===== src/design/gpio_port_pkg.sv =====
package gpio_port_pkg;
  // Port geometry and bus shape
  localparam int PIN_COUNT = 5;
  localparam int DATA_W = 32;
  localparam int ADDR_W = 4;

  // Register word addresses
  localparam logic [3:0] A_INDEX = 4'h0;
  localparam logic [3:0] A_VALUE = 4'h1;
  localparam logic [3:0] A_CONFIG = 4'h2;
  localparam logic [3:0] A_EXEC = 4'h3;
  localparam logic [3:0] A_BOOT = 4'h4;
  localparam logic [3:0] A_REPLY = 4'h5;
  localparam logic [3:0] A_QUERY = 4'h6;
  localparam logic [3:0] A_PIN = 4'h7;

  // Command field limits and reply code
  localparam logic [7:0] PIN_LAST = 8'h04;
  localparam logic [7:0] VAL_HIGH = 8'h64;
  localparam logic [7:0] CFG_MAX = 8'h0f;
  localparam logic [7:0] LEN_VALUE = 8'h02;
  localparam logic [7:0] LEN_CONFIG = 8'h03;
  localparam logic [7:0] REPLY_SET_PIN = 8'h62;
  localparam logic [7:0] REPLY_NONE = 8'h00;

  // Field positions
  localparam int FUNC_BIT = 3;
  localparam int BOOT_STORE_BIT = 0;
  localparam int BOOT_RESTORE_BIT = 1;
  localparam int PIN_STATE_BIT = 0;
  localparam int PIN_RISE_BIT = 1;
  localparam int PIN_FALL_BIT = 2;
  localparam int PIN_VAL_LSB = 8;
  localparam int PIN_CFG_LSB = 16;
  localparam int REPLY_VALID_BIT = 8;
  localparam int REPLY_REJECT_BIT = 9;

  // Drive modes in the low three config bits
  localparam logic [2:0] MODE_FAST_UP = 3'h0;
  localparam logic [2:0] MODE_FAST_BOTH = 3'h1;
  localparam logic [2:0] MODE_HIZ = 3'h2;
  localparam logic [2:0] MODE_PULL_UP = 3'h3;
  localparam logic [2:0] MODE_SLOW_UP = 3'h4;
  localparam logic [2:0] MODE_SLOW_BOTH = 3'h5;
  localparam logic [2:0] MODE_RESERVED = 3'h6;
  localparam logic [2:0] MODE_SLOW_DOWN = 3'h7;

  // Electrical state of one pin
  typedef struct packed {
    logic oe;
    logic o;
    logic pull_en;
    logic pull_up;
    logic slow;
  } drive_t;

  // Factory state: pin 0 idle input, 1 sense, 2/3 control, 4 one-wire
  localparam logic [7:0] VAL_RESET = 8'h00;
  localparam logic [PIN_COUNT-1:0][7:0] CFG_RESET =
    {8'h03, 8'h02, 8'h02, 8'h03, 8'h02};

  // Timing
  localparam int CLK_HZ = 20_000_000;
  localparam int PWM_HZ = 100;
  localparam int PWM_STEPS = 100;
  localparam int SAMPLE_HZ = 32;
  localparam int PWM_STEP_CYC = CLK_HZ / (PWM_HZ * PWM_STEPS);
  localparam int SAMPLE_CYC = CLK_HZ / SAMPLE_HZ;
  localparam logic [6:0] PHASE_LAST = 7'(PWM_STEPS - 1);
endpackage


===== src/design/track_if.sv =====
`timescale 1ns/1ns
// Sampled levels in, debounced state and edge flags out
interface track_if #(parameter int N = 5);
  logic sample_tick;
  logic [N-1:0] level;
  logic [N-1:0] clear;
  logic [N-1:0] state;
  logic [N-1:0] rise;
  logic [N-1:0] fall;
  modport src(output sample_tick, level, clear, input state, rise, fall);
  modport trk(input sample_tick, level, clear, output state, rise, fall);
endinterface


===== src/design/rate_tick.sv =====
`timescale 1ns/1ns
module rate_tick #(
  parameter int PERIOD = 2
) (
  input wire logic clk,
  input wire logic nrst,
  output logic tick_ff
);
  localparam int CW = (PERIOD > 1) ? $clog2(PERIOD) : 1;
  localparam logic [CW-1:0] LAST = CW'(PERIOD - 1);

  logic [CW-1:0] cnt_ff;

  // Free-running divider, one-cycle pulse per period
  always_ff @(posedge clk) begin
    if (!nrst) begin
      cnt_ff <= '0;
      tick_ff <= 1'b0;
    end else if (cnt_ff == LAST) begin
      cnt_ff <= '0;
      tick_ff <= 1'b1;
    end else begin
      cnt_ff <= cnt_ff + 1'b1;
      tick_ff <= 1'b0;
    end
  end
endmodule


===== src/design/edge_tracker.sv =====
`timescale 1ns/1ns
module edge_tracker #(
  parameter int N = 5
) (
  input wire logic clk,
  input wire logic nrst,
  track_if.trk trk
);
  logic primed_ff;

  // First sample after reset loads state without reporting an edge
  always_ff @(posedge clk) begin
    if (!nrst) begin
      primed_ff <= 1'b0;
    end else if (trk.sample_tick) begin
      primed_ff <= 1'b1;
    end
  end

  for (genvar i = 0; i < N; i++) begin : g_pin
    logic smp_ff;
    logic st_ff;
    logic rise_ff;
    logic fall_ff;
    logic moved;

    // Two equal samples in a row are needed, so bounce is ignored
    assign moved = primed_ff && (smp_ff == trk.level[i])
                   && (trk.level[i] != st_ff);

    always_ff @(posedge clk) begin
      if (!nrst) begin
        smp_ff <= 1'b0;
        st_ff <= 1'b0;
      end else if (trk.sample_tick) begin
        smp_ff <= trk.level[i];
        if (!primed_ff || moved) begin
          st_ff <= trk.level[i];
        end
      end
    end

    // Sticky flags; a new edge beats a clear in the same cycle
    always_ff @(posedge clk) begin
      if (!nrst) begin
        rise_ff <= 1'b0;
        fall_ff <= 1'b0;
      end else begin
        rise_ff <= (trk.sample_tick && moved && trk.level[i])
                   || (rise_ff && !trk.clear[i]);
        fall_ff <= (trk.sample_tick && moved && !trk.level[i])
                   || (fall_ff && !trk.clear[i]);
      end
    end

    assign trk.state[i] = st_ff;
    assign trk.rise[i] = rise_ff;
    assign trk.fall[i] = fall_ff;
  end
endmodule


===== src/design/gpio_port.sv =====
`timescale 1ns/1ns
// How it works
// - Pin index 0..4 addresses a pin; 5..255 address nothing.
// - Length 2 updates output value only; length 3 also updates config.
// - Value zero gives a low level, shaped by the drive mode.
// - Values 1..99 give 100 Hz PWM with that duty percentage.
// - Value 100 holds high; 101..255 are invalid and never sent.
// - Config byte 0..15: low three bits drive mode, bit 3 function.
// - Modes 000, 001, 011 give fast strong drive or resistive pull.
// - Mode 010 floats the pin for input; code 110 is reserved.
// - Modes 100, 101, 111 give slow strong drive or float.
// - Drive mode maps each instantaneous level, PWM included, to pin state.
// - Function bit one gives user control; zero gives default role.
// - Default roles: pin 1 sense, 2 power, 3 reset, 4 one-wire.
// - Every pin level is sampled at 32 Hz regardless of queries.
// - Rising and falling edges between host queries are recorded per pin.
// - Sampling rejects contact bounce so no spurious edges appear.
// - Pull-up mode with open switch reads one, closed reads zero.
// - Pin configuration is saved to boot state and restored by a boot restore write; reset loads the factory state.
// - An accepted set command answers with reply type 0x62.
module gpio_port #(
  parameter int SAMPLE_CYC = gpio_port_pkg::SAMPLE_CYC,
  parameter int STEP_CYC = gpio_port_pkg::PWM_STEP_CYC
) (
  input wire logic clk,
  input wire logic nrst,
  input wire logic [gpio_port_pkg::ADDR_W-1:0] addr,
  input wire logic [gpio_port_pkg::DATA_W-1:0] wdata,
  input wire logic wr,
  input wire logic rd,
  output logic [gpio_port_pkg::DATA_W-1:0] rdata_ff,
  input wire logic [gpio_port_pkg::PIN_COUNT-1:0] pin_in,
  input wire logic [gpio_port_pkg::PIN_COUNT-1:0] alt_level,
  output logic [gpio_port_pkg::PIN_COUNT-1:0] pin_out_ff,
  output logic [gpio_port_pkg::PIN_COUNT-1:0] pin_oe_ff,
  output logic [gpio_port_pkg::PIN_COUNT-1:0] pin_pull_en_ff,
  output logic [gpio_port_pkg::PIN_COUNT-1:0] pin_pull_up_ff,
  output logic [gpio_port_pkg::PIN_COUNT-1:0] pin_slow_ff
);
  localparam int N = gpio_port_pkg::PIN_COUNT;

  // Valid pin index check, shared by command and query paths
  function automatic logic idx_ok(input logic [7:0] idx);
    idx_ok = (idx <= gpio_port_pkg::PIN_LAST);
  endfunction

  // Electrical state for a drive mode and an instantaneous level
  function automatic gpio_port_pkg::drive_t drive_decode(
    input logic [2:0] mode, input logic lvl);
    gpio_port_pkg::drive_t d;
    d = '0;
    case (mode)
      gpio_port_pkg::MODE_FAST_UP: begin
        d.oe = lvl;
        d.o = 1'b1;
        d.pull_en = !lvl;
      end
      gpio_port_pkg::MODE_FAST_BOTH: begin
        d.oe = 1'b1;
        d.o = lvl;
      end
      gpio_port_pkg::MODE_PULL_UP: begin
        d.oe = !lvl;
        d.pull_en = lvl;
        d.pull_up = 1'b1;
      end
      gpio_port_pkg::MODE_SLOW_UP: begin
        d.oe = lvl;
        d.o = 1'b1;
        d.slow = 1'b1;
      end
      gpio_port_pkg::MODE_SLOW_BOTH: begin
        d.oe = 1'b1;
        d.o = lvl;
        d.slow = 1'b1;
      end
      gpio_port_pkg::MODE_SLOW_DOWN: begin
        d.oe = !lvl;
        d.slow = 1'b1;
      end
      default: begin
        d = '0;
      end
    endcase
    return d;
  endfunction

  // Command staging, live settings and boot copy
  logic [7:0] cmd_idx_ff;
  logic [7:0] cmd_val_ff;
  logic [7:0] cmd_cfg_ff;
  logic [7:0] qidx_ff;
  logic [N-1:0][7:0] val_ff;
  logic [N-1:0][7:0] cfg_ff;
  logic [N-1:0][7:0] boot_val_ff;
  logic [N-1:0][7:0] boot_cfg_ff;
  logic [7:0] reply_type_ff;
  logic reply_vld_ff;
  logic reply_rej_ff;
  logic [6:0] phase_ff;
  logic step_tick;
  logic [N-1:0] sync1_ff;
  logic [N-1:0] sync2_ff;

  track_if #(.N(N)) trk_bus();

  // Decode of the execute write
  logic exec_wr;
  logic len_value;
  logic len_config;
  logic cmd_ok;
  logic accept;
  logic [2:0] cmd_slot;
  logic [2:0] q_slot;

  assign exec_wr = wr && (addr == gpio_port_pkg::A_EXEC);
  assign len_value = (wdata[7:0] == gpio_port_pkg::LEN_VALUE);
  assign len_config = (wdata[7:0] == gpio_port_pkg::LEN_CONFIG);
  assign cmd_ok = (len_value || len_config) && idx_ok(cmd_idx_ff)
                  && (cmd_val_ff <= gpio_port_pkg::VAL_HIGH)
                  && (!len_config
                      || cmd_cfg_ff <= gpio_port_pkg::CFG_MAX);
  assign accept = exec_wr && cmd_ok;
  assign cmd_slot = cmd_idx_ff[2:0];
  assign q_slot = qidx_ff[2:0];

  // Staging registers written one field at a time
  always_ff @(posedge clk) begin
    if (!nrst) begin
      cmd_idx_ff <= '0;
      cmd_val_ff <= '0;
      cmd_cfg_ff <= '0;
      qidx_ff <= '0;
    end else if (wr) begin
      case (addr)
        gpio_port_pkg::A_INDEX: cmd_idx_ff <= wdata[7:0];
        gpio_port_pkg::A_VALUE: cmd_val_ff <= wdata[7:0];
        gpio_port_pkg::A_CONFIG: cmd_cfg_ff <= wdata[7:0];
        gpio_port_pkg::A_QUERY: qidx_ff <= wdata[7:0];
        default: begin
        end
      endcase
    end
  end

  // Live pin settings; a restore overrides an accepted command in that cycle
  always_ff @(posedge clk) begin
    if (!nrst) begin
      val_ff <= {N{gpio_port_pkg::VAL_RESET}};
      cfg_ff <= gpio_port_pkg::CFG_RESET;
    end else if (wr && addr == gpio_port_pkg::A_BOOT
                 && wdata[gpio_port_pkg::BOOT_RESTORE_BIT]) begin
      val_ff <= boot_val_ff;
      cfg_ff <= boot_cfg_ff;
    end else if (accept) begin
      val_ff[cmd_slot] <= cmd_val_ff;
      if (len_config) begin
        cfg_ff[cmd_slot] <= cmd_cfg_ff;
      end
    end
  end

  // Boot copy survives until the next full reset
  always_ff @(posedge clk) begin
    if (!nrst) begin
      boot_val_ff <= {N{gpio_port_pkg::VAL_RESET}};
      boot_cfg_ff <= gpio_port_pkg::CFG_RESET;
    end else if (wr && addr == gpio_port_pkg::A_BOOT
                 && wdata[gpio_port_pkg::BOOT_STORE_BIT]) begin
      boot_val_ff <= val_ff;
      boot_cfg_ff <= cfg_ff;
    end
  end

  // Reply slot: new reply wins over a read that clears it
  always_ff @(posedge clk) begin
    if (!nrst) begin
      reply_type_ff <= gpio_port_pkg::REPLY_NONE;
      reply_vld_ff <= 1'b0;
      reply_rej_ff <= 1'b0;
    end else if (exec_wr) begin
      reply_type_ff <= accept ? gpio_port_pkg::REPLY_SET_PIN
                              : gpio_port_pkg::REPLY_NONE;
      reply_vld_ff <= 1'b1;
      reply_rej_ff <= !accept;
    end else if (rd && addr == gpio_port_pkg::A_REPLY) begin
      reply_vld_ff <= 1'b0;
    end
  end

  // 100 steps per PWM period from the system clock
  rate_tick #(.PERIOD(STEP_CYC)) u_step (
    .clk(clk),
    .nrst(nrst),
    .tick_ff(step_tick)
  );

  // Free-running phase counter shared by all pins
  always_ff @(posedge clk) begin
    if (!nrst) begin
      phase_ff <= '0;
    end else if (step_tick) begin
      phase_ff <= (phase_ff == gpio_port_pkg::PHASE_LAST) ? '0
                  : phase_ff + 7'h01;
    end
  end

  // Pin drive; default role takes its level from the sharing logic
  logic [N-1:0] nxt_out;
  logic [N-1:0] nxt_oe;
  logic [N-1:0] nxt_pull_en;
  logic [N-1:0] nxt_pull_up;
  logic [N-1:0] nxt_slow;

  always_comb begin
    gpio_port_pkg::drive_t d;
    logic lvl;
    d = '0;
    lvl = 1'b0;
    nxt_out = '0;
    nxt_oe = '0;
    nxt_pull_en = '0;
    nxt_pull_up = '0;
    nxt_slow = '0;
    for (int i = 0; i < N; i++) begin
      // Value 0 never beats the phase, 100 always does
      lvl = cfg_ff[i][gpio_port_pkg::FUNC_BIT]
            ? ({1'b0, phase_ff} < val_ff[i]) : alt_level[i];
      d = drive_decode(cfg_ff[i][2:0], lvl);
      nxt_out[i] = d.o;
      nxt_oe[i] = d.oe;
      nxt_pull_en[i] = d.pull_en;
      nxt_pull_up[i] = d.pull_up;
      nxt_slow[i] = d.slow;
    end
  end

  always_ff @(posedge clk) begin
    if (!nrst) begin
      pin_out_ff <= '0;
      pin_oe_ff <= '0;
      pin_pull_en_ff <= '0;
      pin_pull_up_ff <= '0;
      pin_slow_ff <= '0;
    end else begin
      pin_out_ff <= nxt_out;
      pin_oe_ff <= nxt_oe;
      pin_pull_en_ff <= nxt_pull_en;
      pin_pull_up_ff <= nxt_pull_up;
      pin_slow_ff <= nxt_slow;
    end
  end

  // Pins are asynchronous to clk; two flops before the tracker
  always_ff @(posedge clk) begin
    if (!nrst) begin
      sync1_ff <= '0;
      sync2_ff <= '0;
    end else begin
      sync1_ff <= pin_in;
      sync2_ff <= sync1_ff;
    end
  end

  // 32 Hz sampling, long count kept as a parameter
  rate_tick #(.PERIOD(SAMPLE_CYC)) u_sample (
    .clk(clk),
    .nrst(nrst),
    .tick_ff(trk_bus.sample_tick)
  );

  assign trk_bus.level = sync2_ff;
  assign trk_bus.clear = (rd && addr == gpio_port_pkg::A_PIN
                          && idx_ok(qidx_ff))
                         ? (N'(1) << q_slot) : '0;

  edge_tracker #(.N(N)) u_track (
    .clk(clk),
    .nrst(nrst),
    .trk(trk_bus)
  );

  // Read data only in the cycle after the strobe
  logic [gpio_port_pkg::DATA_W-1:0] nxt_rdata;

  always_comb begin
    nxt_rdata = '0;
    if (rd) begin
      case (addr)
        gpio_port_pkg::A_INDEX: nxt_rdata[7:0] = cmd_idx_ff;
        gpio_port_pkg::A_VALUE: nxt_rdata[7:0] = cmd_val_ff;
        gpio_port_pkg::A_CONFIG: nxt_rdata[7:0] = cmd_cfg_ff;
        gpio_port_pkg::A_QUERY: nxt_rdata[7:0] = qidx_ff;
        gpio_port_pkg::A_REPLY: begin
          nxt_rdata[7:0] = reply_type_ff;
          nxt_rdata[gpio_port_pkg::REPLY_VALID_BIT] = reply_vld_ff;
          nxt_rdata[gpio_port_pkg::REPLY_REJECT_BIT] = reply_rej_ff;
        end
        gpio_port_pkg::A_PIN: begin
          // Reserved index reads as zero
          if (idx_ok(qidx_ff)) begin
            nxt_rdata[gpio_port_pkg::PIN_STATE_BIT] = trk_bus.state[q_slot];
            nxt_rdata[gpio_port_pkg::PIN_RISE_BIT] = trk_bus.rise[q_slot];
            nxt_rdata[gpio_port_pkg::PIN_FALL_BIT] = trk_bus.fall[q_slot];
            nxt_rdata[gpio_port_pkg::PIN_VAL_LSB +: 8] = val_ff[q_slot];
            nxt_rdata[gpio_port_pkg::PIN_CFG_LSB +: 8] = cfg_ff[q_slot];
          end
        end
        default: nxt_rdata = '0;
      endcase
    end
  end

  always_ff @(posedge clk) begin
    if (!nrst) begin
      rdata_ff <= '0;
    end else begin
      rdata_ff <= nxt_rdata;
    end
  end
endmodule


===== config.mk =====
export PLATFORM = sky130hd
export DESIGN_NAME = gpio_port
export DESIGN_NICKNAME = d
export VERILOG_FILES = /design/src/design/gpio_port_pkg.sv /design/src/design/track_if.sv /design/src/design/rate_tick.sv /design/src/design/edge_tracker.sv /design/src/design/gpio_port.sv
export SDC_FILE = /design/constraint.sdc
export NUM_CORES = 1
export LEC_CHECK = 0
export BUFFER_PORTS_ARGS = -buffer_cell sky130_fd_sc_hd__buf_4
export CAP_MARGIN = 10
export CORE_MARGIN = 5
export CORE_UTILIZATION = 53
export DETAILED_ROUTE_END_ITERATION = 10
export HOLD_SLACK_MARGIN = 0.1
export PLACE_DENSITY = 0.76
export SETUP_SLACK_MARGIN = 0.4
export SLEW_MARGIN = 20
export SYNTH_ARGS = -nofsm -noshare
export SYNTH_HDL_FRONTEND = slang
export SYNTH_SLANG_ARGS = --single-unit
export TNS_END_PERCENT = 10

===== constraint.sdc =====
create_clock -name clk -period 3.07 [get_ports clk]
set_input_delay 0.614 -clock clk [delete_from_list [all_inputs] [get_ports clk]]
set_output_delay 0.614 -clock clk [all_outputs]
set_load 0.02 [all_outputs]

* After elaboration in Yosys (flattened, before gate mapping)
Index checks and enable logic that the tools add are counted.
** Storage, ports and cells
- Output and inout bits :: 57
- Register bits after elaboration :: 330
- Word-level logic and storage cells :: 313
** Cells by class
- Eq/ne operators :: 47
- Shift-type cells :: 1
- $add $sub $neg :: 3
- Mux-type cells :: 61
- Reduce and logical (&&, ||, !) cells :: 125
- Bitwise operators :: 1
- Magnitude comparators :: 12
** Operators by type and width (number)
- $mux 40 :: 5
- $bwmux 40 :: 2
- $bmux 8 s3 :: 2
- $logic_and 1x1->1 :: 47
- $eq 3x3->1 const B :: 15
- $lt 7x8->1 :: 5
- $reduce_or 2->1 :: 17
- $pmux 5 s5 :: 1
- $demux 8 s3 :: 1
- $mux 8 :: 3
- $mux 1 :: 22
- $reduce_and 2->1 :: 11
- $add 20x1->20 const B :: 1
- $eq 20x20->1 const B :: 1
- $pmux 1 s2 :: 10
- $logic_not 1->1 :: 18
- $pmux 3 s6 :: 1
- $logic_or 1x1->1 :: 17
- $eq 4x3->1 const B :: 4
- $eq 8x2->1 const B :: 2
- $le 8x3->1 const B :: 2
- $mux 16 :: 1
- $eq 3x1->1 const B :: 5
- $eq 3x2->1 const B :: 5
- 25 further kinds :: 52

* Longest topological paths before layout
- Depth after elaboration :: 8
- Mapped depth :: 9
- Mapped depth without buffers :: 7

* Cells and area by module
A second synthesis with hierarchy kept.
** Second synthesis, totals
- Cells, all modules :: 1601
- Area, all modules :: 14049.7 µm²
** Modules (own cells, without submodules)
- gpio_port :: instances 1, cells each 1323, area each 11438.5 µm²
- edge_tracker :: instances 1, cells each 110, area each 1091.0 µm²
- rate_tick (u_sample) :: instances 1, cells each 108, area each 967.2 µm²
- rate_tick (u_step) :: instances 1, cells each 60, area each 553.0 µm²

* Least setup slack after synthesis
Ideal clock, no wire load.
- Kind :: input to register
- Start point :: input addr[2] (netlist name)
- End point :: register cfg_ff[8] (netlist name)
- Slack :: 697 ps
- Buffers on the path :: 2
- Stages :: 7
- Library setup time :: 121 ps
- Arrival :: 2252 ps
- Path through :: buf_2 nor3b_2 and3_1 nor4b_4 a31o_1 buf_6 mux2_4
** Between the ends
- Word-level cells in the longest chain between the ends :: 5
- Elaborated cells on any way between the ends :: 10
** Ends and longest elaborated chain
- start: declaration :: RTL line gpio_port.sv:27 : input wire logic [gpio_port_pkg::ADDR_W-1:0] addr,
- $eq 4x3->1 or $eq 4x2->1 (tied branches) :: RTL line gpio_port.sv:151, gpio_port.sv:116
- $logic_and 1x1->1, on equally long branches :: RTL line gpio_port.sv:151, gpio_port.sv:116
- $logic_and 1x1->1, on equally long branches :: RTL line gpio_port.sv:152, gpio_port.sv:123
- $reduce_bool 2->1 (no source line)
- $reduce_and 2->1 (no source line)
- end signal: assignment :: RTL line gpio_port.sv:150 : cfg_ff <= gpio_port_pkg::CFG_RESET;
- end signal: assignment :: RTL line gpio_port.sv:154 : cfg_ff <= boot_cfg_ff;
- end signal: indexed assignment :: RTL line gpio_port.sv:158 : cfg_ff[cmd_slot] <= cmd_cfg_ff;
- end: declaration :: RTL line gpio_port.sv:94 : logic [N-1:0][7:0] cfg_ff;
Parallel ways exist; a longest one is shown, timed or not.
A chain may end at the register's enable or synchronous reset.

* Worst setup path after layout
- Start point :: register cmd_idx_ff[0]
- End point :: register cfg_ff[33] (netlist name)
** Between the ends
- Word-level cells in the longest chain between the ends :: 8
- Elaborated cells on any way between the ends :: 16
** Ends and longest elaborated chain
- start: declaration :: RTL line gpio_port.sv:89 : logic [7:0] cmd_idx_ff;
- start signal: assignment :: RTL line gpio_port.sv:136 : gpio_port_pkg::A_INDEX: cmd_idx_ff <= wdata[7:0];
- $lt 3x4->1 (not written as such) or $ge 3x1->1 (tied branches) :: RTL line gpio_port.sv:158
- $logic_and 1x1->1 (not written as such) :: RTL line gpio_port.sv:158
- $mux 8 (not written as such) :: RTL line gpio_port.sv:158
- $demux 8 s3 :: RTL line gpio_port.sv:158
- $bwmux 40 :: RTL line gpio_port.sv:158
- $mux 40 :: RTL line gpio_port.sv:157 : if (len_config) begin
- $mux 40 :: RTL line gpio_port.sv:155 : end else if (accept) begin
- $mux 40 :: RTL line gpio_port.sv:151 : end else if (wr && addr == gpio_port_pkg::A_BOOT
Parallel ways exist; a longest one is shown, timed or not. The select of a mux whose other input is x is not followed.

==> results.py <==
metrics = {
    "routing": {
        "drt_first_pass_iters": 5,
        "dr_total_vias": 11900,
        "wl_um": 35700,
        "drt-initial-drc-count": 882,
        "postRouteAntennaNets": 0,
        "wl_per_cell_um": 17.1,
        "vias_per_cell": 5.69,
        "drc": 0,
    },
    "pwr": {
        "p_leak_nw": 6.42,
        "cellPowerDensity_nw_per_um2": 531,
        "peakVddDrop_mv": 0.426,
    },
    "grt": {
        "grt_max_degree": 87,
        "grt_pass1_vias": 11300,
        "grt_pass1_wl_um": 58500,
        "gr-total-overflow": 0,
        "antenna_found_initial": 1,
        "track_usage": 0.226,
    },
    "clock_network": {
        "cts_tree": "built",
        "hold_buffers": 0,
        "clk_pin_slew_ns": 0.06,
        "numCtsBuffers": 35,
        "cts_resized": 0,
        "htree_levels": 2,
        "clock_sinks": 315,
        "post_cts_buffers": 0,
        "cts_max_path_buffers": 3,
        "cts_root_buf": "clkbuf_16",
        "clkLatencyLatePin_ns": 0.51,
    },
    "finish": {
        "nNetsFinal": 1775,
        "fillers": 2288,
        "synthToLayoutAreaGrowth_pct": 14.1,
        "final_cells": 2093,
        "antenna_cells": 0,
        "layout-drive-gt1-share": 0.122,
    },
    "synth": {
        "ys_types": 65,
        "syn_area_sq_um": 14700,
        "yosys.area_share.adder": 0.0281,
        "synth_top_family_by_area": "simple AND/OR/NAND/NOR gates",
        "synthMuxAreaShare": 0.111,
        "avgSynthCellArea_sq_um": 8.85,
        "async_flop_share": 0,
        "yosysSeqAreaShare": 0.430,
        "synthTopCellsByArea": "dfxtp_1 43%, nand2_1 7.5%, mux2i_1 7.3%",
        "synth-simple-area-share": 0.226,
        "ys_ff_latch": 315,
        "synth_compound_area_frac": 0.136,
        "synth_edf_count": 0,
        "synthXorXnorAreaFrac": 0.0179,
        "yosysWarnings": 0,
        "synth_top_cell_by_area": "dfxtp_1",
        "netlist.area_leader.share": 0.430,
        "synthCells": 1659,
        "synthFlopType": "dfxtp_1",
    },
    "worst_hold_path": {
        "min_from": "pin_in[0]",
        "hold_end": "sync1_ff[0]",
        "min_path_type": "in2reg",
        "holdPathStages": 2,
    },
    "placement": {
        "gp_congestion": 0.909,
        "hpwl_um": 23200,
        "dp_cells": 2033,
        "port_buffers": 74,
    },
    "timing": {
        "post-route-period-util": 0.745,
        "rsz0062_at_grt": "no",
        "fmax_mhz": 437,
        "slew_headroom": 0.266,
        "tns_ns": 0,
        "layout_min_cycle_time_ns": 2.29,
        "clock_skew_ns": 0.0148,
        "tightest_slew_ns": 1.09,
        "finalHoldViolCount": 0,
        "setup_viol": 0,
        "slew_violations": 0,
    },
    "worst_setup_path": {
        "crit_path_end_kind": "flip-flop",
        "reg2reg_depth": 6,
        "r2r-start": "cmd_idx_ff[0]",
        "worstPathArrival_ns": 2.69,
        "r2r-end": "cfg_ff[33]",
        "start_kind": "flip-flop",
        "worst-path-buf-inv": 1,
        "path_delay_family": "compound AO/OA/AOI/OAI gates",
        "reg2reg_slack_ns": 0.78,
        "path_cells": "o21ai_0 -> nand2_1 -> nor4b_4 -> buf_4 -> a31o_1 -> mux2_4",
        "critPathSlowestCell": "a31o_1",
        "crit_fanout": 11,
        "cp.required_ns": 3.48,
        "worstSetupPathType": "reg2reg",
        "cp_slowest_stage_delay_ns": 0.45,
    },
    "floorplanning": {
        "die_area_sq_um": 31100,
        "initial_utilization": 0.533,
        "die_y_um": 176,
        "core_sq_um": 27600,
        "io_pins": 107,
        "placementRows": 61,
        "dieWidth_um": 176,
    },
    "run": {
        "max_cap_viol_count": 0,
    },
    "outcome": {
        "status": "complete, no violations",
    },
}
worst register-to-register path, stage by stage (launching register included):
cell and delay (ns):
dfxtp_1 0.39, o21ai_0 0.30, nand2_1 0.15, nor4b_4 0.29
buf_4 0.25, a31o_1 0.46, mux2_4 0.35
per-stage QoR:
step | setup slack, ns | instance area (sq um) | hold slack [ns] | power (mW) | utilization
finish | 0.783 | 16700 | 0.312 | 8.89 | 0.608
global route | 0.613 | 16700 | 0.294 | 9.17 | 0.608
CTS | 0.819 | 16700 | 0.289 | 8.96 | 0.608
detailed placement | 0.437 | 15500 | 0.423 | 4.53 | 0.563
global placement | 0.481 | 15500 | 0.414 | 4.52 | 0.563
floorplan | 0.697 | 14700 | 0.412 | 4.43 | -
sequential cells by signal, indices dropped and copies added (netlist names), 7 cells and up:
register and flops:
cmd_cfg_ff 8, qidx_ff 8, phase_ff 7, val_ff 40, u_step.cnt_ff 11, boot_val_ff 40, cmd_idx_ff 8, cmd_val_ff 8
boot_cfg_ff 40, cfg_ff 40, rdata_ff 24, u_sample.cnt_ff 20
metal layers:
layer	share of wire	global-route usage	up-vias
met5	0.00020	0	-
met4	0.027	0.0783	2
met3	0.064	0.0345	80
met2	0.47	0.370	381
met1	0.44	0.308	5707
li1	-	-	5729
layout make-up:
cell class	instances	area [sq um]	area share
Timing Repair Buffer	105	845	0.0504
Clock buffer	48	1010	0.0601
Tap cell	378	473	0.0282
Sequential cell	315	6310	0.377
Multi-Input combinational cell	1179	7680	0.459
Inverter	56	210	0.0126
Clock inverter	12	225	0.0134
worst max-delay path by stage:
stage | from | endpoint | slack (ns) | cells past startpoint
global placement | wdata[2] | cfg_ff[32] | 0.48 | 7
global route | u_sample.cnt_ff[4] | u_sample.cnt_ff[10] | 0.61 | 4
detailed placement | wdata[2] | cfg_ff[33] | 0.44 | 7
floorplan | addr[2] | cfg_ff[8] | 0.70 | 7
finish | cmd_idx_ff[0] | cfg_ff[33] | 0.78 | 6
CTS | qidx_ff[3] | rdata_ff[13] | 0.82 | 5
cells by family (layout without fill, tap and decap cells):
group | Yosys count | count (layout)
AND/OR/NAND/NOR | 677 | 677
flip-flops | 315 | 315
AO/OA/AOI/OAI | 294 | 294
buffers and inverters | 172 | 221
multiplexers | 137 | 137
adder cells (fa/ha/maj) | 33 | 33
XOR/XNOR | 30 | 30
other | 1 | 8
cell usage after synthesis, types with 8 or more instances:
master	n
dfxtp_1	315
nand2_1	292
mux2i_1	107
o21ai_0	102
a21boi_0	91
clkbuf_1	81
nor2_1	76
and2_1	62
and3_1	59
inv_1	56
nand3_1	55
nor2b_1	43
ha_1	33
a21oi_1	28
nand2b_1	20
mux4_2	17
nor3_1	17
xnor2_1	16
a22oi_1	15
buf_2	15
xor2_1	14
nand4_1	9
buf_4	8
or3_1	8
cell usage in the layout, fill, tap and decap left out, types with 9 or more instances in the layout:
cell type / Yosys / layout
a21boi_0: 91 / 91
inv_1: 56 / 56
nand2_1: 292 / 292
nor3_1: 17 / 17
a21oi_1: 28 / 28
o21ai_0: 102 / 102
dfxtp_1: 315 / 315
mux2i_1: 107 / 107
clkbuf_16: 0 / 36
nor2_1: 76 / 76
nand4_1: 9 / 9
nand3_1: 55 / 54
ha_1: 33 / 33
xnor2_1: 16 / 16
mux4_2: 17 / 17
and2_1: 62 / 62
nor2b_1: 43 / 43
and3_1: 59 / 57
nand2b_1: 20 / 20
a22oi_1: 15 / 15
buf_4: 8 / 100
xor2_1: 14 / 14
power breakdown:
group | switching [mW] | total, mW | internal [mW]
clock | 1.65 | 4.45 | 2.80
combinational | 0.187 | 0.304 | 0.117
sequential | 0.0232 | 4.14 | 4.12
No activity file was read; power rests on OpenSTA's default activity.
